$ cat src/verilog/erx_pkg.sv
// package: extended read register layout, commands, failure-report encodings
package erx_pkg;
    localparam logic [7:0] ERX_OP_SET_NV    = 8'h85; // set_ext_params_nonvolatile
    localparam logic [7:0] ERX_OP_SET_V     = 8'h83; // set_ext_params_volatile
    localparam logic [7:0] ERX_OP_CLEAR     = 8'h82; // clear_ext_flags_cmd, code arbitrary here
    localparam int         ERX_DS_HI        = 7;     // drive strength field top bit
    localparam int         ERX_DS_LO        = 5;     // drive strength field low bit
    localparam int         ERX_LPE_BIT      = 4;     // learning_pattern_enable
    localparam int         ERX_EERR_BIT     = 3;     // erase error flag
    localparam int         ERX_PERR_BIT     = 2;     // program error flag
    localparam int         ERX_PROT_BIT     = 1;     // protect_violation_flag
    localparam int         ERX_RSV_BIT      = 0;     // reserved, always reads zero
    localparam logic [7:0] ERX_WR_MASK      = 8'hf0; // bits a set command may change
    localparam logic [2:0] ERX_DS_DEFAULT   = 3'h7;  // 50 percent
    localparam logic [2:0] ERX_DS_RSV_A     = 3'h0;  // reserved code
    localparam logic [2:0] ERX_DS_RSV_B     = 3'h4;  // reserved code
    localparam logic [7:0] ERX_RESET_VALUE  = 8'he0; // default image
    // class of the operation that just terminated
    typedef enum logic [3:0] {
        ERX_OP_NONE     = 4'h0,
        ERX_OP_PROGRAM  = 4'h1, // page, persistent bit, password program
        ERX_OP_INFO_PGM = 4'h2, // info row program
        ERX_OP_MODE_PGM = 4'h3, // protection mode lock bits program
        ERX_OP_UNLOCK   = 4'h4, // password unlock
        ERX_OP_NV_REG   = 4'h5, // non-volatile register update (erase then program)
        ERX_OP_STAT_WR  = 4'h6, // status register write
        ERX_OP_ERASE    = 4'h7, // sector/block/info/persistent erase
        ERX_OP_CHIP_ERS = 4'h8, // chip erase
        ERX_OP_FUNC_WR  = 4'h9  // function register write
    } erx_op_t;
endpackage

$ cat src/verilog/erx_evt_if.sv
// interface: error events from the classifier to the register core
`timescale 1ns/1ps
interface erx_evt_if;
    logic set_prot; // raise protection flag
    logic set_perr; // raise program flag
    logic set_eerr; // raise erase flag
    modport src (output set_prot, output set_perr, output set_eerr);
    modport dst (input set_prot, input set_perr, input set_eerr);
endinterface

$ cat src/verilog/erx_classify.sv
// module: maps a terminated operation and its outcome to error flag events
`timescale 1ns/1ps
module erx_classify (
    input  wire logic             done,         // operation terminated this cycle
    input  wire erx_pkg::erx_op_t op_kind,      // class of operation
    input  wire logic             target_prot,  // target sector/block/row protected or locked
    input  wire logic             target_susp,  // target sector suspended for erase
    input  wire logic             bp_covered,   // some block guarded by block_protect_field
    input  wire logic             fail_pgm,     // program portion failed
    input  wire logic             fail_ers,     // erase portion failed
    input  wire logic             mode_chosen,  // protection mode already selected
    input  wire logic [1:0]       mode_bits,    // lock bits being programmed
    input  wire logic             pwd_mismatch, // unlock password differs
    input  wire logic             swp_active,   // status_write_protect_bit with pin low
    erx_evt_if.src                evt
);
    // pure decode; read-only or otp data bits never reach here so raise nothing (see)
    always_comb
    begin
        evt.set_prot = 1'b0;
        evt.set_perr = 1'b0;
        evt.set_eerr = 1'b0;
        if (done)
        begin
            unique case (op_kind)
                erx_pkg::ERX_OP_PROGRAM:
                begin
                    evt.set_perr = fail_pgm | target_prot | target_susp;
                    evt.set_prot = target_prot | target_susp;
                end
                erx_pkg::ERX_OP_INFO_PGM:
                begin
                    evt.set_perr = fail_pgm | target_prot;
                    evt.set_prot = target_prot;
                end
                erx_pkg::ERX_OP_MODE_PGM:
                begin
                    evt.set_prot = mode_chosen | (mode_bits == 2'h0);
                    evt.set_perr = fail_pgm | evt.set_prot;
                end
                erx_pkg::ERX_OP_UNLOCK:
                begin
                    evt.set_prot = pwd_mismatch;
                    evt.set_perr = pwd_mismatch;
                end
                erx_pkg::ERX_OP_NV_REG:
                begin
                    evt.set_eerr = fail_ers;
                    evt.set_perr = fail_pgm;
                end
                erx_pkg::ERX_OP_STAT_WR:
                begin
                    evt.set_prot = swp_active;
                    evt.set_eerr = swp_active | fail_ers;
                    evt.set_perr = fail_pgm;
                end
                erx_pkg::ERX_OP_ERASE:
                begin
                    evt.set_eerr = fail_ers | target_prot;
                    evt.set_prot = target_prot;
                end
                erx_pkg::ERX_OP_CHIP_ERS:
                begin
                    // sector lock bits alone do not flag a chip erase
                    evt.set_eerr = fail_ers | bp_covered;
                    evt.set_prot = bp_covered;
                end
                erx_pkg::ERX_OP_FUNC_WR:
                    evt.set_perr = fail_pgm;
                default:
                    ;
            endcase
        end
    end
endmodule

$ cat src/verilog/erx_core.sv
// module: extended read control/status register with sticky error flags
`timescale 1ns/1ps
// Contract
// bits 7:5 select output drive strength
// error bits read-only, set commands skip them
// 85h writes non-volatile, 83h volatile copy
// bit 0 reserved, reads zero
// protection flag on protected region access
// program flag on program failure
// erase flag on erase failure
// protected program sets program and protection
// locked info row program sets both
// bad mode lock program sets both
// password mismatch sets program and protection
// nv update flags failing erase/program portion
// protected status write sets protection, erase
// failed/protected erase flags erase, protection
// chip erase flags only block-protect coverage
// otp zero writes ignored, no error
// read-only or frozen bits ignored silently
// flags sticky until clear or reset
// commands still execute with flags set
// program/function write failure sets program flag
// flags update when operation terminates
module erx_core (
    input  wire logic             clock,          // 10 MHz system clock
    input  wire logic             rstn,           // async hardware reset, active low
    input  wire logic             soft_reset,     // software reset pulse
    input  wire logic             cmd_valid,      // decoded register command pulse
    input  wire logic [7:0]       cmd_opcode,     // command opcode
    input  wire logic [7:0]       cmd_data,       // data byte of a set command
    input  wire logic             nv_done,        // non-volatile program of image finished ok
    input  wire logic             op_done,        // an array/register operation terminated
    input  wire erx_pkg::erx_op_t op_kind,        // its class
    input  wire logic             target_prot,    // target protected or locked
    input  wire logic             target_susp,    // target suspended for erase
    input  wire logic             bp_covered,     // block_protect_field covers a block
    input  wire logic             fail_pgm,       // program portion failed
    input  wire logic             fail_ers,       // erase portion failed
    input  wire logic             mode_chosen,    // protection mode already selected
    input  wire logic [1:0]       mode_bits,      // lock bits being programmed
    input  wire logic             pwd_mismatch,   // unlock password mismatch
    input  wire logic             swp_active,     // status write protect in force
    output logic [7:0]            reg_rdata,      // current register image
    output logic [7:0]            nv_image,       // non-volatile copy for the array
    output logic                  nv_write_req,   // pulse: program nv image
    output logic [2:0]            drive_strength, // active drive strength code
    output logic                  drive_reserved, // code is a reserved one
    output logic                  learning_pattern_enable // learning pattern on
);
    // whole state in one struct
    typedef struct packed {
        logic [2:0] ds;     // drive strength
        logic       lpe;    // learning pattern enable
        logic       eerr;   // erase error flag
        logic       perr;   // program error flag
        logic       prot;   // protection error flag
        logic [7:0] nv;     // non-volatile copy
        logic       nv_req; // nv program request
    } erx_state_t;

    erx_state_t st_r;   // registered state
    erx_state_t st_nxt; // next state
    erx_evt_if  evt (); // flag events

    // operation outcome decode
    erx_classify u_cls (
        .done         (op_done),
        .op_kind      (op_kind),
        .target_prot  (target_prot),
        .target_susp  (target_susp),
        .bp_covered   (bp_covered),
        .fail_pgm     (fail_pgm),
        .fail_ers     (fail_ers),
        .mode_chosen  (mode_chosen),
        .mode_bits    (mode_bits),
        .pwd_mismatch (pwd_mismatch),
        .swp_active   (swp_active),
        .evt          (evt)
    );

    // true when a 3-bit drive code is a reserved one
    function automatic logic ds_reserved(input logic [2:0] code);
        ds_reserved = (code == erx_pkg::ERX_DS_RSV_A) || (code == erx_pkg::ERX_DS_RSV_B);
    endfunction

    wire logic is_set_v  = cmd_valid && (cmd_opcode == erx_pkg::ERX_OP_SET_V);
    wire logic is_set_nv = cmd_valid && (cmd_opcode == erx_pkg::ERX_OP_SET_NV);
    wire logic is_clear  = cmd_valid && (cmd_opcode == erx_pkg::ERX_OP_CLEAR);

    // next state: writes, clears and sticky sets
    always_comb
    begin
        st_nxt        = st_r;
        st_nxt.nv_req = 1'b0;
        if (is_set_v || is_set_nv)
        begin
            // only writable bits taken; flags and bit 0 ignored (see)
            st_nxt.ds  = cmd_data[erx_pkg::ERX_DS_HI:erx_pkg::ERX_DS_LO];
            st_nxt.lpe = cmd_data[erx_pkg::ERX_LPE_BIT];
        end
        if (is_set_nv)
        begin
            // nv copy keeps only writable bits, array update follows (see)
            st_nxt.nv     = cmd_data & erx_pkg::ERX_WR_MASK;
            st_nxt.nv_req = 1'b1;
        end
        if (is_clear || soft_reset)
        begin
            st_nxt.eerr = 1'b0;
            st_nxt.perr = 1'b0;
            st_nxt.prot = 1'b0;
        end
        // set wins over a clear in the same cycle; no command is blocked (see)
        if (evt.set_eerr)
            st_nxt.eerr = 1'b1;
        if (evt.set_perr)
            st_nxt.perr = 1'b1;
        if (evt.set_prot)
            st_nxt.prot = 1'b1;
        if (soft_reset)
        begin
            // software reset reloads volatile copy from nv copy
            st_nxt.ds  = st_r.nv[erx_pkg::ERX_DS_HI:erx_pkg::ERX_DS_LO];
            st_nxt.lpe = st_r.nv[erx_pkg::ERX_LPE_BIT];
        end
    end

    // state register; reset loads default image
    always_ff @(posedge clock or negedge rstn)
    begin
        if (!rstn)
        begin
            st_r        <= '0;
            st_r.ds     <= erx_pkg::ERX_DS_DEFAULT;
            st_r.nv     <= erx_pkg::ERX_RESET_VALUE;
        end
        else
            st_r <= st_nxt;
    end

    // outputs
    always_comb
    begin
        reg_rdata                         = '0; // bit 0 stays zero, see
        reg_rdata[erx_pkg::ERX_DS_HI:erx_pkg::ERX_DS_LO] = st_r.ds;
        reg_rdata[erx_pkg::ERX_LPE_BIT]   = st_r.lpe;
        reg_rdata[erx_pkg::ERX_EERR_BIT]  = st_r.eerr;
        reg_rdata[erx_pkg::ERX_PERR_BIT]  = st_r.perr;
        reg_rdata[erx_pkg::ERX_PROT_BIT]  = st_r.prot;
    end
    assign nv_image                = st_r.nv;
    assign nv_write_req            = st_r.nv_req;
    assign drive_strength          = st_r.ds;
    assign drive_reserved          = ds_reserved(st_r.ds);
    assign learning_pattern_enable = st_r.lpe;

    // nv_done only acknowledges the array program; the image is final
    // when nv_write_req rises, so nothing here waits on it

    // flag bits in register order, for the checks below
    wire logic [2:0] flag_bits = {st_r.eerr, st_r.perr, st_r.prot};
endmodule

$ cat config.mk
export PLATFORM = sky130hd
export DESIGN_NAME = erx_core
export DESIGN_NICKNAME = d
export VERILOG_FILES = /design/src/verilog/erx_pkg.sv /design/src/verilog/erx_evt_if.sv /design/src/verilog/erx_classify.sv /design/src/verilog/erx_core.sv
export SDC_FILE = /design/constraint.sdc
export NUM_CORES = 1
export LEC_CHECK = 0
export BUFFER_PORTS_ARGS = -buffer_cell sky130_fd_sc_hd__buf_2
export CORE_UTILIZATION = 36
export DETAILED_ROUTE_END_ITERATION = 8
export GPL_TIMING_DRIVEN = 0
export PLACE_DENSITY_LB_ADDON = 0.08
export RECOVER_POWER = 100
export REMOVE_ABC_BUFFERS = 1
export SETUP_SLACK_MARGIN = 0.4
export SLEW_MARGIN = 20
export SYNTH_ARGS = -nofsm -noshare
export SYNTH_HDL_FRONTEND = slang
export SYNTH_SLANG_ARGS = --single-unit
$ cat constraint.sdc
create_clock -name clock -period 0.8 [get_ports clock]
set_input_delay 0.04 -clock clock [delete_from_list [all_inputs] [get_ports clock]]
set_output_delay 0.04 -clock clock [all_outputs]
set_load 0.005 [all_outputs]
Word level (Yosys, flattened, before mapping). Cells that the tools add are included.

Equality and inequality tests: 13. Reduce and logical (&&, ||, !) cells: 14. Multiplexer cells: 13. Bitwise operators: 8.

Operators by type and width (count): 8-bit equality test (second input constant) (3); 4-bit by 3-bit equality test with 1-bit output (second input constant) (4); 4-bit by 2-bit equality test with 1-bit output (second input constant) (2); 4-bit equality test (second input constant) (2); 4-bit two-way mux (2); 1-bit OR (8); 2-bit nonzero test (4); 1-bit two-way mux (7); 1-bit one-hot mux with 6 select lines (1); 1-bit one-hot mux with 5 select lines (1); 4-bit by 1-bit equality test with 1-bit output (second input constant) (1); 1-bit one-hot mux with 4 select lines (1); 3-bit equality test (second input constant) (1); 1-bit logical AND (3); 3-bit logical NOT (1); 1-bit logical OR (3); 3-bit two-way mux (1); 3-bit OR reduction (1); 2-bit logical NOT (1); 2-bit OR reduction (1).

Input port bits: 36. Word-level logic and storage cells: 55. Output and inout bits: 22. Register bits after elaboration: 12.

Logic depth before layout (Yosys ltp).
Depth in word-level cells: 6. Depth in mapped cells: 5.

Cells and area by module. A second synthesis with hierarchy kept.

Cells, all modules: 83. Area total of the unflattened synthesis: 867.1 um2.

Modules (own cells, without submodules): erx_core (times used 1, area an instance 641.9 um2, sequential area each 307.8 um2, cells an instance 53); erx_classify (times used 1, area an instance 225.2 um2, sequential area each 0.0 um2, cells an instance 30).

Worst setup path after synthesis. No wires, ideal clock.

Path type: input to register. From: input port cmd_opcode[3]. To: register st_r (netlist bit nv_image[4]). Required time: 675 ps. Cell stages on the path: 4. Setup slack: -494 ps. Arrival time: 1169 ps. Buffers on the path: 0. Cells stage by stage: nor4_2 nand4_1 or3b_4 mux2_4.

Cells in the longest elaborated chain, start to end: 2.

Ends and longest elaborated chain: start: declaration (line erx_core.sv:30) `input wire logic [7:0] cmd_opcode,`; 8-bit equality test (line erx_core.sv:88) `wire logic is_set_nv = cmd_valid && (cmd_opcode == erx_pkg::ERX_OP_SET_NV);`; 1-bit logical AND (line erx_core.sv:88); end signal: assignment (line erx_core.sv:139) `st_r <= st_nxt;`; end: declaration (line erx_core.sv:62) `erx_state_t st_r;`.

Every way passes these cells. A chain may end at the register's enable or synchronous reset.

Final worst setup path.
From: input port cmd_opcode[6]. To: register st_r (netlist bit nv_image[4]).

Same word-level chain as after synthesis.

==> summary.md <==
The post-synthesis adder-cell area fraction is 0%. Combinational family with the most area after synthesis: simple AND/OR/NAND/NOR gates. The worst register-to-register path begins at nv_image[5]. Root buffer selected by CTS: clkbuf_4. The tools report the first-pass GRT wire length as 2.918 mm. The final critical-path required period was 1.117 ns; the worst setup skew after layout was 0.001078 ns.

The run gives 1 as the number of H-tree branching levels. The detailed-placement wirelength estimate was 1.447 mm. The prevailing post-synth register cell is dfstp_2. For the post-layout instance count excluding filler cells, the log shows 162.

The tools report the share of the yosys chip area belonging to registers as 36.99%. After synthesis the cells add up to 832.0 sq um. Counting distinct cell types in the post-synthesis netlist gives 36.

Including well taps, the total number of placed cells is 152. Setup repair after global routing could not meet its margin everywhere. Summed over all nets, the switching power comes to 0.3603 mW. In the synthesized netlist, the number of instances is 85. The fraction of synthesis flops using an asynchronous set or reset pin is 100.0%. Total power per unit cell area: 1198 mW/mm^2. The number of flops mapped to enable cells by yosys came out at 0. The worst register-to-register path has a depth of 3. The final count of hold timing violations came out at 6. Wire segments on met2 add up to 938 um in the final route. Entering global routing, the biggest net connects 13 pins.

In this run the top signal layer used is met3. Per report_power, the clock group accounts for 25.3% of the total. The tools report the nature of the critical path startpoint as a primary input. The reported leakage power was 0.6182 nW; the total of flip-flops plus latches after synthesis was 12. The final hold slack is -0.2433 ns, and the simple-gate share of the synthesized area is 21.95%. The area added between synthesis and finish is 39.10%.

Worst-case setup margin in the final layout: -0.3166 ns. Measured against its own limit, the worst slew margin works out to 58.91%. The final reports fail on negative hold slack, negative setup slack. The floorplan step set the die width to 50.08 um. For the worst-skew pair, the clock arrives at the later sink with an insertion delay of 0.26 ns. The aggregate global-route resource usage is 15.16%, and the max-slew violation total from the final report is 0.

For this run, the share of the core covered by cells in the final layout is 52.83%. Of the total synthesized cell area, the portion taken by XOR and XNOR cells is 1.053%. The number of antenna violations at the first check in global routing was 0; the detailed-route vias per instance was 5.006. The transition time at the pin with the least slew margin came out at 0.6164 ns. Total vias in the final route: 811. In this run, CTS created clock tree buffers numbering 3. For the data arrival time of the critical path, the log shows 1.27 ns. Setup slack on the worst reg-to-reg path comes out at -0.04 ns. The tools report the remaining global-route overflow as 0. The critical path endpoint category was a flip-flop.

By startpoint and endpoint, the worst setup path is classified as in -> reg. The total wirelength of the detailed-routed design was 1.770 mm. Net switching is 25.98% of the power. Clock sink total: 12. The run finished, with violations left. The clock tree buffer depth was 2; the fill cell instance count of the final layout was 239. The type of the worst min-delay path was in -> async. After synthesis, the cell types taking the most area are dfstp_2 (19%), dfrtp_1 (18%), buf_4 (8.1%). The number of nets still failing antenna checks after routing was 0. The run gives 1.387 mW as the total power of the final layout. The floorplan step defined a die boundary enclosing 0.002508 sq mm. Multiplexer cells account for 13.38% of the synthesized area. In the final routing, the length of wire on met1 measures 741 um.

The share of total power in combinational logic was 25.8%; the initial core utilization was 37.98%. dfstp_2 takes more of the synthesized area than any other cell. The first TritonRoute pass finished after 4 iterations. The total of endpoints with negative setup slack in the final report came out at 27. In the final design database the tool counted 172 nets. At the worst endpoint, the required time is 0.95 ns.

The last weighted congestion value of the routability-driven placer was 0.7085; the number of I/O pins was 58. The commonest cells after synthesis are buf_4 (9), nand2_1 (9), dfrtp_1 (6), dfstp_2 (6), nor2_1 (5). Row generation in the floorplan step produced 17 rows. Dividing the detail-routed wire length by the instance count gives 10.93 um. Static timing analysis puts the maximum clock frequency at 895.6 MHz. After detailed routing, the number of remaining DRC violations is 0. The maximum fanout along the worst path works out to 4. Dividing the final minimum period by the clock period gives 139.6%.

Yosys printed 0 warnings. The total length of routed met3 wires was 90 um. In this run, the number of DRC markers left after iteration 0 of detailed routing was 6. The run gives 730 as the via count of the first global-routing pass. From bottom edge to top edge, the die measures 50.08 um.

Clock-pin slew was measured on the worst setup and hold paths at 0.07 ns. After synthesis, the mean cell area works out to 9.789 sq um. The area share of the largest cell type after synthesis was 18.95%; the compound-gate portion of the synthesized area was 15.79%. The endpoint identified for the worst register-to-register timing path is drive_strength[0]. The tool flagged a number of max-cap violations equal to 0. The tools report the worst-case vdd ir drop as 572.6 uV.

The internal power component is 1.026 mW, and the count of antenna diodes in the layout is 0. TritonCTS built the clock tree. The post-route netlist has 50.75% of its cells at a drive strength greater than 1. Total of buffers placed on input and output ports: 47.

The region available for standard cell placement spans 0.002191 sq mm. Share of total power in sequential cells: 49.0%.
[state kept, by name (all words and copies together) (netlist names)]
signal	count
drive_strength	3
learning_pattern_enable	1
nv_image	4
nv_write_req	1
reg_rdata	3
[metal layers]
layer  global-route usage (%)  up-vias
met5                        0        -
met4                    7.143        0
met3                    1.852        0
met2                    29.11       30
met1                    15.82      379
li1                         -      402
[repair_timing]
| item | in CTS | in global routing |
|---|---|---|
| pin swaps | 3 | 0 |
| hold endpoints to repair | 12 | 12 |
| endpoints found under the setup margin | 29 | 29 |
| resized for setup | 6 | 4 |
| buffers inserted | 5 | 2 |
[through the flow]
step / worst slack, ns / setup TNS [ns] / hold slack (ns) / cell area (sq um)
after global routing: -0.3464 / -4.862 / -0.1895 / 1157
after detailed placement: -0.6919 / -5.597 / -0.07073 / 1039
after CTS: -0.3165 / -3.571 / -0.3631 / 1124
final: -0.3166 / -3.618 / -0.2433 / 1157
after floorplan: -0.4943 / -2.653 / -0.2556 / 768.2
after global placement: -0.6817 / -5.547 / -0.07252 / 1039
[layout by cell type (no fill, tap or decap), types with 2 or more instances in the layout]
master,instances
buf_2,41
nand2_1,9
dfstp_2,6
dfrtp_1,6
nor2_1,5
conb_1,5
buf_6,5
buf_4,5
mux2_4,4
mux2i_1,4
o21ai_1,4
nor4bb_1,4
a22o_1,3
clkbuf_4,3
nor2b_1,2
inv_1,2
a21oi_1,2
a211oi_1,2
[power groups by stage]
stage	clock network (mW)	logic, mW	registers [mW]
CTS	0.369	0.346	0.679
finish	0.351	0.357	0.679
floorplan	0	0.123	0.695
global route	0.391	0.398	0.684
global placement	0	0.313	0.690
detailed placement	0	0.319	0.693
[cells by family (layout without fill, tap and decap cells)]
kind of cell / Yosys count / in the layout
AND/OR/NAND/NOR: 29 / 29
multiplexers: 9 / 9
AO/OA/AOI/OAI: 19 / 19
XOR/XNOR: 1 / 1
buffers and inverters: 14 / 59
flip-flops: 12 / 12
other: 1 / 5
[how the worst max path moves through the flow]
stage	depth (start not counted)	end	startpoint	slack, ns
6_report	5	nv_image[4]	cmd_opcode[6]	-0.32
3_5_place_dp	5	nv_image[4]	cmd_opcode[3]	-0.69
3_3_place_gp	5	nv_image[4]	cmd_opcode[3]	-0.68
2_1_floorplan	4	nv_image[4]	cmd_opcode[3]	-0.49
5_1_grt	5	nv_image[4]	cmd_opcode[6]	-0.35
4_1_cts	5	nv_image[4]	cmd_opcode[6]	-0.32
[worst max-delay path, stage by stage]
cell	delay (ns)
buf_8	0.10
nor4_4	0.26
nand4_1	0.11
or3b_4	0.44
mux2_4	0.31
[area by class of cell]
cell class	count	area [sq um]	area share [%]
Tap cell	28	35.03	3.027
Inverter	2	7.507	0.6486
Sequential cell	12	307.8	26.59
Timing Repair Buffer	54	322.8	27.89
Clock buffer	3	22.52	1.946
Multi-Input combinational cell	63	461.7	39.89
No activity file was read; power rests on OpenSTA's default activity.
